==> config.mk <==
export PLATFORM = sky130hd
export DESIGN_NAME = sbs_amp_seq_flat
export DESIGN_NICKNAME = d
export VERILOG_FILES = /design/src/sbs_pkg.sv /design/src/sbs_link_if.sv /design/src/sbs_ms_timer.sv /design/src/sbs_amp_seq.sv /design/src/flat_wrapper.sv
export VERILOG_INCLUDE_DIRS = /design/src /design/src/src
export SDC_FILE = /design/constraint.sdc
export NUM_CORES = 1
export LEC_CHECK = 0
export ABC_AREA = 1
export ABC_CLOCK_PERIOD_IN_PS = 2000
export BUFFER_PORTS_ARGS = -buffer_cell sky130_fd_sc_hd__buf_2
export CAP_MARGIN = 20
export CORE_MARGIN = 5
export CORE_UTILIZATION = 45
export DETAILED_ROUTE_END_ITERATION = 10
export HOLD_SLACK_MARGIN = 0.08
export MAX_ROUTING_LAYER = met4
export PLACE_DENSITY = 0.65
export SYNTH_ARGS = -nofsm -noshare
export SYNTH_HDL_FRONTEND = slang
export SYNTH_HIERARCHICAL = 1
export SYNTH_SLANG_ARGS = --single-unit
==> constraint.sdc <==
create_clock -name sys_clk_i -period 2 [get_ports sys_clk_i]
set_clock_uncertainty 0.15 [all_clocks]
set_input_delay 0.1 -clock sys_clk_i [delete_from_list [all_inputs] [get_ports sys_clk_i]]
set_output_delay 0.1 -clock sys_clk_i [all_outputs]
set_load 0.05 [all_outputs]
==> src/sbs_consts.svh <==
`ifndef SBS_CONSTS_SVH
`define SBS_CONSTS_SVH

// clock and timing
`define SBS_CLK_HZ 100000000
`define SBS_MS_CYC (`SBS_CLK_HZ / 1000)
`define SBS_READY_DELAY_MS 16'd20
`define SBS_BRAKE_DELAY_RST_MS 16'd100

// output-function parameter code that selects the brake interlock
`define SBS_OUTFN_BRAKE 16'hdd1d

// controller register word offsets
`define SBS_REG_CTRL 3'h0
`define SBS_REG_STATUS 3'h1
`define SBS_REG_IRQ_STAT 3'h2
`define SBS_REG_IRQ_CLR 3'h3
`define SBS_REG_IRQ_EN 3'h4

// control register fields
`define SBS_CTRL_SERVO 0
`define SBS_CTRL_FWD 1
`define SBS_CTRL_REV 2
`define SBS_CTRL_PULSE 3
`define SBS_CTRL_RESET 4
`define SBS_CTRL_ESTOP 5
`define SBS_CTRL_W 6

// status register fields
`define SBS_ST_READY 0
`define SBS_ST_BRAKE_REL 1
`define SBS_ST_WARN 2
`define SBS_ST_ZERO_SPD 3
`define SBS_ST_SERVO 4
`define SBS_ST_PWR_CUT 5
`define SBS_ST_W 6

// interrupt fields
`define SBS_IRQ_WARN 0
`define SBS_IRQ_READY 1
`define SBS_IRQ_BRAKE 2
`define SBS_IRQ_W 3

// reset values
`define SBS_CTRL_RST 6'h00
`define SBS_IRQ_EN_RST 3'h0

`endif

==> src/sbs_pkg.sv <==
package sbs_pkg;
   // sequencer states of the amplifier end
   typedef enum logic [2:0] {
      SBS_OFF,
      SBS_BASE_WAIT,
      SBS_RUN,
      SBS_BRAKE_HOLD,
      SBS_ESTOP
   } sbs_state_t;

   typedef logic [15:0] sbs_ms_t;
endpackage

==> src/sbs_link_if.sv <==
`timescale 1ns/1ns
// link between external controller and amplifier sequencer
interface sbs_link_if;
   logic servo_on;
   logic reset_in;
   logic fwd_start;
   logic rev_start;
   logic pulse_in;
   logic estop_in;              // high = normal, low = emergency stop
   logic ready;
   logic brake_interlock_out;   // high = brake released
   logic zero_speed_out;
   logic estop_warning;

   modport dev (
      input servo_on, reset_in, fwd_start, rev_start, pulse_in, estop_in,
      output ready, brake_interlock_out, zero_speed_out, estop_warning
   );
   modport ctl (
      output servo_on, reset_in, fwd_start, rev_start, pulse_in, estop_in,
      input ready, brake_interlock_out, zero_speed_out, estop_warning
   );
endinterface

==> src/sbs_ms_timer.sv <==
`timescale 1ns/1ns
// millisecond delay timer: start loads a length, done rises after it
module sbs_ms_timer #(
   parameter int CYC_PER_MS = 100000
) (
   input wire logic sys_clk_i,
   input wire logic rstn_i,
   input wire logic start_i,
   input wire sbs_pkg::sbs_ms_t len_ms_i,
   output logic done_o
);
   import sbs_pkg::*;

   localparam int DW = $clog2(CYC_PER_MS);
   localparam logic [DW-1:0] DIV_LAST = DW'(CYC_PER_MS - 1);

   logic [DW-1:0] div_r;
   sbs_ms_t cnt_r;
   logic busy_r;

   wire div_wrap = (div_r == DIV_LAST);
   wire cnt_zero = (cnt_r == 16'h0000);

   // =================================================
   // divider and ms countdown
   always_ff @(posedge sys_clk_i or negedge rstn_i) begin
      if (!rstn_i) begin
         div_r <= '0;
         cnt_r <= 16'h0000;
         busy_r <= 1'b0;
         done_o <= 1'b0;
      end else if (start_i) begin
         div_r <= '0;
         cnt_r <= len_ms_i;
         busy_r <= 1'b1;
         done_o <= 1'b0;
      end else if (busy_r) begin
         if (cnt_zero) begin
            busy_r <= 1'b0;
            done_o <= 1'b1;
         end else if (div_wrap) begin
            div_r <= '0;
            cnt_r <= cnt_r - 16'h0001;
         end else begin
            div_r <= div_r + 1'b1;
         end
      end
   end
endmodule

==> src/sbs_amp_seq.sv <==
`timescale 1ns/1ns
`include "sbs_consts.svh"

module sbs_amp_seq #(
   parameter int CYC_PER_MS = `SBS_MS_CYC
) (
   input wire logic sys_clk_i,
   input wire logic rstn_i,
   sbs_link_if.dev link,
   input wire logic [15:0] out_func_i,
   input wire sbs_pkg::sbs_ms_t brake_delay_ms_i,
   input wire logic motor_stopped_i,
   output logic base_on_o,
   output logic dyn_brake_o,
   output logic motor_drive_o,
   output sbs_pkg::sbs_state_t state_o
);
   import sbs_pkg::*;

   sbs_state_t state_r;
   sbs_state_t state_nxt;
   logic timer_start;
   sbs_ms_t timer_len;
   logic timer_done;
   logic ready_r;
   logic brake_rel_r;
   logic zero_spd_r;
   logic warn_r;
   logic [1:0] stop_sync_r;
   logic [15:0] out_func_r;
   sbs_ms_t delay_ms_r;

   // =================================================
   // input decode
   wire estop_act = !link.estop_in;
   wire run_cmd = link.fwd_start | link.rev_start | link.pulse_in;
   wire brake_fn = (out_func_r == `SBS_OUTFN_BRAKE);

   // =================================================
   // sequencer next state
   always_comb begin
      state_nxt = state_r;
      timer_start = 1'b0;
      timer_len = `SBS_READY_DELAY_MS;
      case (state_r)
         SBS_OFF: begin
            if (link.servo_on && !link.reset_in) begin
               state_nxt = SBS_BASE_WAIT;
               timer_start = 1'b1;
            end
         end
         SBS_BASE_WAIT: begin
            if (!link.servo_on) begin
               state_nxt = SBS_OFF;
            end else if (timer_done) begin
               state_nxt = SBS_RUN;
            end
         end
         SBS_RUN: begin
            if (!link.servo_on) begin
               // brake drops now, lock kept for the delay
               state_nxt = SBS_BRAKE_HOLD;
               timer_start = 1'b1;
               timer_len = delay_ms_r;
            end
         end
         SBS_BRAKE_HOLD: begin
            if (timer_done) begin
               state_nxt = SBS_OFF;
            end
         end
         SBS_ESTOP: begin
            // warning clears; pending run commands restart the motor
            // once ready returns after the ready delay, so the controller must drop
            // them itself if it wants the motor to stay put
            if (!estop_act) begin
               if (link.servo_on && !link.reset_in) begin
                  state_nxt = SBS_BASE_WAIT;
                  timer_start = 1'b1;
               end else begin
                  state_nxt = SBS_OFF;
               end
            end
         end
         default: begin
            state_nxt = SBS_OFF;
         end
      endcase
      // estop outranks everything, reset input outranks servo states
      if (estop_act) begin
         state_nxt = SBS_ESTOP;
         timer_start = 1'b0;
      end else if (link.reset_in && state_r != SBS_ESTOP) begin
         state_nxt = SBS_OFF;
         timer_start = 1'b0;
      end
   end

   // =================================================
   // state register
   always_ff @(posedge sys_clk_i or negedge rstn_i) begin
      if (!rstn_i) begin
         state_r <= SBS_OFF;
      end else begin
         state_r <= state_nxt;
      end
   end

   // =================================================
   // standstill flag from the motor side, not our clock:
   // two flops before the zero-speed flop may read it
   always_ff @(posedge sys_clk_i or negedge rstn_i) begin
      if (!rstn_i) begin
         stop_sync_r <= 2'b00;
      end else begin
         stop_sync_r <= {stop_sync_r[0], motor_stopped_i};
      end
   end

   // =================================================
   // settings captured each clock; the parameter store may be
   // rewritten at any time, decode only sees a settled copy
   always_ff @(posedge sys_clk_i or negedge rstn_i) begin
      if (!rstn_i) begin
         out_func_r <= 16'h0000;
         delay_ms_r <= `SBS_BRAKE_DELAY_RST_MS;
      end else begin
         out_func_r <= out_func_i;
         delay_ms_r <= brake_delay_ms_i;
      end
   end

   // =================================================
   // delay timer shared by ready delay and brake delay
   sbs_ms_timer #(
      .CYC_PER_MS(CYC_PER_MS)
   ) u_timer (
      .sys_clk_i(sys_clk_i),
      .rstn_i(rstn_i),
      .start_i(timer_start),
      .len_ms_i(timer_len),
      .done_o(timer_done)
   );

   // =================================================
   // output decode from next state, so flops track the state
   wire base_nxt = (state_nxt == SBS_BASE_WAIT) ||
                   (state_nxt == SBS_RUN) ||
                   (state_nxt == SBS_BRAKE_HOLD);
   wire rel_nxt = (state_nxt == SBS_BASE_WAIT) ||
                  (state_nxt == SBS_RUN);
   wire drive_nxt = (state_nxt == SBS_RUN) && run_cmd;
   wire estop_nxt = (state_nxt == SBS_ESTOP);

   // =================================================
   // power stage flops; all low in reset so a glitching
   // reset can never leave the base circuit switched on
   always_ff @(posedge sys_clk_i or negedge rstn_i) begin
      if (!rstn_i) begin
         base_on_o <= 1'b0;
         dyn_brake_o <= 1'b0;
         motor_drive_o <= 1'b0;
      end else begin
         base_on_o <= base_nxt;
         dyn_brake_o <= estop_nxt;
         motor_drive_o <= drive_nxt;
      end
   end

   // =================================================
   // link output flops
   always_ff @(posedge sys_clk_i or negedge rstn_i) begin
      if (!rstn_i) begin
         ready_r <= 1'b0;
         brake_rel_r <= 1'b0;
         zero_spd_r <= 1'b0;
         warn_r <= 1'b0;
      end else begin
         ready_r <= (state_nxt == SBS_RUN);
         // unselected function leaves the interlock engaged
         brake_rel_r <= brake_fn && rel_nxt;
         zero_spd_r <= !brake_fn && stop_sync_r[1];
         warn_r <= estop_nxt;
      end
   end

   // =================================================
   // link outputs
   assign link.ready = ready_r;
   assign link.brake_interlock_out = brake_rel_r;
   assign link.zero_speed_out = zero_spd_r;
   assign link.estop_warning = warn_r;
   assign state_o = state_r;
endmodule

==> src/flat_wrapper.sv <==
// flat-port wrapper written by rule: the top's interface ports become plain ports
module sbs_amp_seq_flat import sbs_pkg::*;
#(
   parameter int CYC_PER_MS = `SBS_MS_CYC
)
  (sys_clk_i, rstn_i, out_func_i, brake_delay_ms_i, motor_stopped_i, base_on_o, dyn_brake_o, motor_drive_o, state_o, link_servo_on, link_reset_in, link_fwd_start, link_rev_start, link_pulse_in, link_estop_in, link_ready, link_brake_interlock_out, link_zero_speed_out, link_estop_warning);
  sbs_link_if link_i ();
  input wire logic sys_clk_i;
  input wire logic rstn_i;
  input wire logic [15:0] out_func_i;
  input wire sbs_pkg::sbs_ms_t brake_delay_ms_i;
  input wire logic motor_stopped_i;
  output logic base_on_o;
  output logic dyn_brake_o;
  output logic motor_drive_o;
  output sbs_pkg::sbs_state_t state_o;
  input wire logic [$bits(link_i.servo_on)-1:0] link_servo_on;
  input wire logic [$bits(link_i.reset_in)-1:0] link_reset_in;
  input wire logic [$bits(link_i.fwd_start)-1:0] link_fwd_start;
  input wire logic [$bits(link_i.rev_start)-1:0] link_rev_start;
  input wire logic [$bits(link_i.pulse_in)-1:0] link_pulse_in;
  input wire logic [$bits(link_i.estop_in)-1:0] link_estop_in;
  output wire logic [$bits(link_i.ready)-1:0] link_ready;
  output wire logic [$bits(link_i.brake_interlock_out)-1:0] link_brake_interlock_out;
  output wire logic [$bits(link_i.zero_speed_out)-1:0] link_zero_speed_out;
  output wire logic [$bits(link_i.estop_warning)-1:0] link_estop_warning;
  assign link_i.servo_on = link_servo_on;
  assign link_i.reset_in = link_reset_in;
  assign link_i.fwd_start = link_fwd_start;
  assign link_i.rev_start = link_rev_start;
  assign link_i.pulse_in = link_pulse_in;
  assign link_i.estop_in = link_estop_in;
  assign link_ready = link_i.ready;
  assign link_brake_interlock_out = link_i.brake_interlock_out;
  assign link_zero_speed_out = link_i.zero_speed_out;
  assign link_estop_warning = link_i.estop_warning;
  sbs_amp_seq #(.CYC_PER_MS(CYC_PER_MS)) u_core (.sys_clk_i(sys_clk_i), .rstn_i(rstn_i), .link(link_i), .out_func_i(out_func_i), .brake_delay_ms_i(brake_delay_ms_i), .motor_stopped_i(motor_stopped_i), .base_on_o(base_on_o), .dyn_brake_o(dyn_brake_o), .motor_drive_o(motor_drive_o), .state_o(state_o));
endmodule
==> results.ini <==
[run_status]
outcome=completed

[floorplanning]
fp.coreArea_mm2=0.00868
die-area_mm2=0.0109
die_h_um=104
core.rowCount=34
ios=51
initial_core_util=0.461
die_w_um=104

[placement]
placed_cell_area_mm2=0.00450
dp_slack_ns=0.0480
place_congestion=0.898
dpl.hpwl_mm=6.50
placedCellCount=679
port_buffers=50

[logic_synthesis]
avgSynthCellArea_um2=7.75
mappedNetlistArea_mm2=0.00400
ys_ff_latch=78
synth.net_count=559
yosysSeqAreaShare=0.489
synth_cell_type_count=33
synthCells=516
yosysWarnings=6

[power_and_ir_drop]
power.leakage_nw=2.55
p_per_area_mw_per_mm2=1050
worst_ir_drop_vdd_mv=0.762
power.total_mw=5.51

[setup_path]
crit_slowest_cell=dfrtp_2
crit_fanout=16
path_buf_inv=2
timing.rr.start=u_core/state_o[1]
cp-start-kind=register
regToRegEndpoint=u_core/u_timer/cnt_r[14]
path_cells=nor2_2 > nand2_1 > nand2_1 > nand2_1 > a21oi_4 > inv_4 > buf_4 > or2_2 > nand3_2 > nand2_1
end_kind=register
path_delay_family=simple AND/OR/NAND/NOR gates
path_class=register to register
r2r_cells=10
critPathRequiredTime_ns=2.10
r2r_slack_ns=0.08
crit_top_cell=nand2_1
worstPathArrival_ns=2.02
slowest_delay_ns=0.44
startpoint=u_core/state_o[1]

[drt]
firstDrtPassIters=5
drt-initial-drc-count=158
routed_wirelength_mm=9.39
via_count=3644
drc=0
wl_per_cell_um=12.7
ant_nets=0
viasPerCell=4.92

[global_routing]
grt_remaining_overflow=0
grt_usage=0.182
antenna_found_initial=0
grt_max_degree=39
grt_pass1_vias=3493
grt_pass1_wl_mm=15.9

[timing]
finalHoldViolations=0
fin_ws_ns=0.0796
period_share=0.960
max_slew_margin=0.647
fin_crit_ns=1.92
timing.fmax_mhz=521
setup-violations-final=0
slew_viol_final=0
tightest_slew_ns=0.530

[clock_tree]
clkTransAtPathRegs_ns=0.09
cts_buffer_depth=2
cts_num_sinks=78
numCtsBuffers=9
cts_max_level=3
cts_tree=yes
root_buffer=clkbuf_8
clock_latency_ns=0.35

[final_layout]
fill_cells=771
fin_area_mm2=0.00524
finish.net_count=671
stdcell_count=741
area_growth_pct=31.0
diodes=0
layout-drive-gt1-share=0.237

[min_path]
hp-class=input pin to asynchronous set/reset pin

[job]
cap_violations=0

[cell type report]
class,count,area [um2],share of cell area
Clock inverter,7,103,0.0196
Timing Repair Buffer,113,898,0.172
Inverter,55,209,0.0399
Clock buffer,9,124,0.0237
Sequential cell,78,1960,0.374
Multi-Input combinational cell,371,1810,0.345
Tap cell,108,135,0.0258
[sequential cells by signal, summed over array words and instances (netlist names), 2 cells and up]
signal                cells
u_core/delay_ms_r        16
u_core/u_timer/div_r     17
u_core/u_timer/cnt_r     16
u_core/state_o            3
u_core/stop_sync_r        2
u_core/out_func_r        16
[power breakdown]
group          switching, mW  total (mW)  internal, mW
clock network          0.628        1.35         0.723
registers              0.276        2.12          1.85
logic                   1.23        2.04         0.811
[synth_stat cells, drive strengths merged]
library cell | number | area share
xor2 | 2 | 0.0044
nand3b | 1 | 0.0019
or2 | 4 | 0.0063
dfrtp | 75 | 0.47
nor3 | 5 | 0.0075
nand4 | 13 | 0.020
nand3 | 38 | 0.053
clkbuf | 4 | 0.0038
o21ai | 35 | 0.053
ha | 2 | 0.0063
buf | 8 | 0.015
nand2 | 179 | 0.18
nor3b | 3 | 0.0056
inv | 55 | 0.052
a21oi | 5 | 0.0091
xnor2 | 2 | 0.0044
nor2 | 79 | 0.088
a31oi | 2 | 0.0031
dfstp | 3 | 0.020
o31ai | 1 | 0.0019
[repair_timing]
action | 4_1_cts | 5_1_grt
endpoints found under the hold margin | 117 | 0
setup buffers | 0 | 6
setup endpoints to repair | 0 | 31
resized for setup | 0 | 15
hold buffers | 40 | 0
[logic make-up (layout without fill, tap and decap cells)]
family,after synthesis,after routing,share of synthesized area
buffers and inverters,67,184,0.0704
DFF,78,78,0.489
AOI/OAI and AO/OA,43,43,0.0673
xor gates and xnor gates,4,4,0.00877
adders and majority gates,2,2,0.00626
and+or+nand+nor,322,322,0.358
[metrics by stage]
| step | util | TNS [ns] | hold WS [ns] |
|---|---|---|---|
| after floorplan | - | 0 | -0.346 |
| after global placement | 0.518 | 0 | -0.0296 |
| after CTS | 0.591 | 0 | 0.121 |
| after detailed placement | 0.518 | 0 | -0.0234 |
| final | 0.604 | 0 | 0.106 |
| after global routing | 0.604 | -0.0605 | 0.168 |
[worst register-to-register path: cells and delay by family, from the launching register on]
kind | cells | cell delay (ns)
compound gates | 1 | 0.20
buf+inv | 2 | 0.28
flops | 1 | 0.44
simple gates | 7 | 0.75
[worst max-delay path by stage]
stage	end	cells past startpoint	slack (ns)
detailed placement	u_core/u_timer/cnt_r[14]	10	0.05
finish	u_core/u_timer/cnt_r[14]	10	0.08
floorplan	u_core/u_timer/cnt_r[1]	12	0.008
global placement	u_core/u_timer/div_r[7]	12	0.12
global route	u_core/u_timer/cnt_r[0]	12	-0.03
CTS	u_core/u_timer/cnt_r[0]	12	0.02
[metal layers]
layer	routed length, um	vias to the layer above	GRT usage
met1	4140	1702	0.223
met5	0	-	-
li1	-	1847	-
met4	218	0	0.0648
met2	4590	77	0.293
met3	440	18	0.0466
[cell usage in the layout, fill, tap and decap left out, types with 2 or more instances in the layout]
cell	count
xor2_1	2
dfrtp_1	72
or2_2	4
buf_4	18
nand3_2	4
nand3_1	34
dfstp_2	3
dlygate4sd3_1	39
buf_12	4
nand2_2	11
inv_1	50
inv_2	4
nor2_2	9
nor3_1	4
o21ai_0	15
o21ai_1	10
inv_6	3
o21ai_2	10
nand4_1	13
nor2_1	66
a21oi_4	2
nor2_4	3
nand2_1	165
a21oi_1	3
xnor2_1	2
nand2_4	3
bufinv_16	2
a31oi_1	2
buf_2	49
clkbuf_8	9
buf_6	2
dfrtp_2	3
nor3b_1	3
Note: power is estimated with default switching activity, not from simulation.
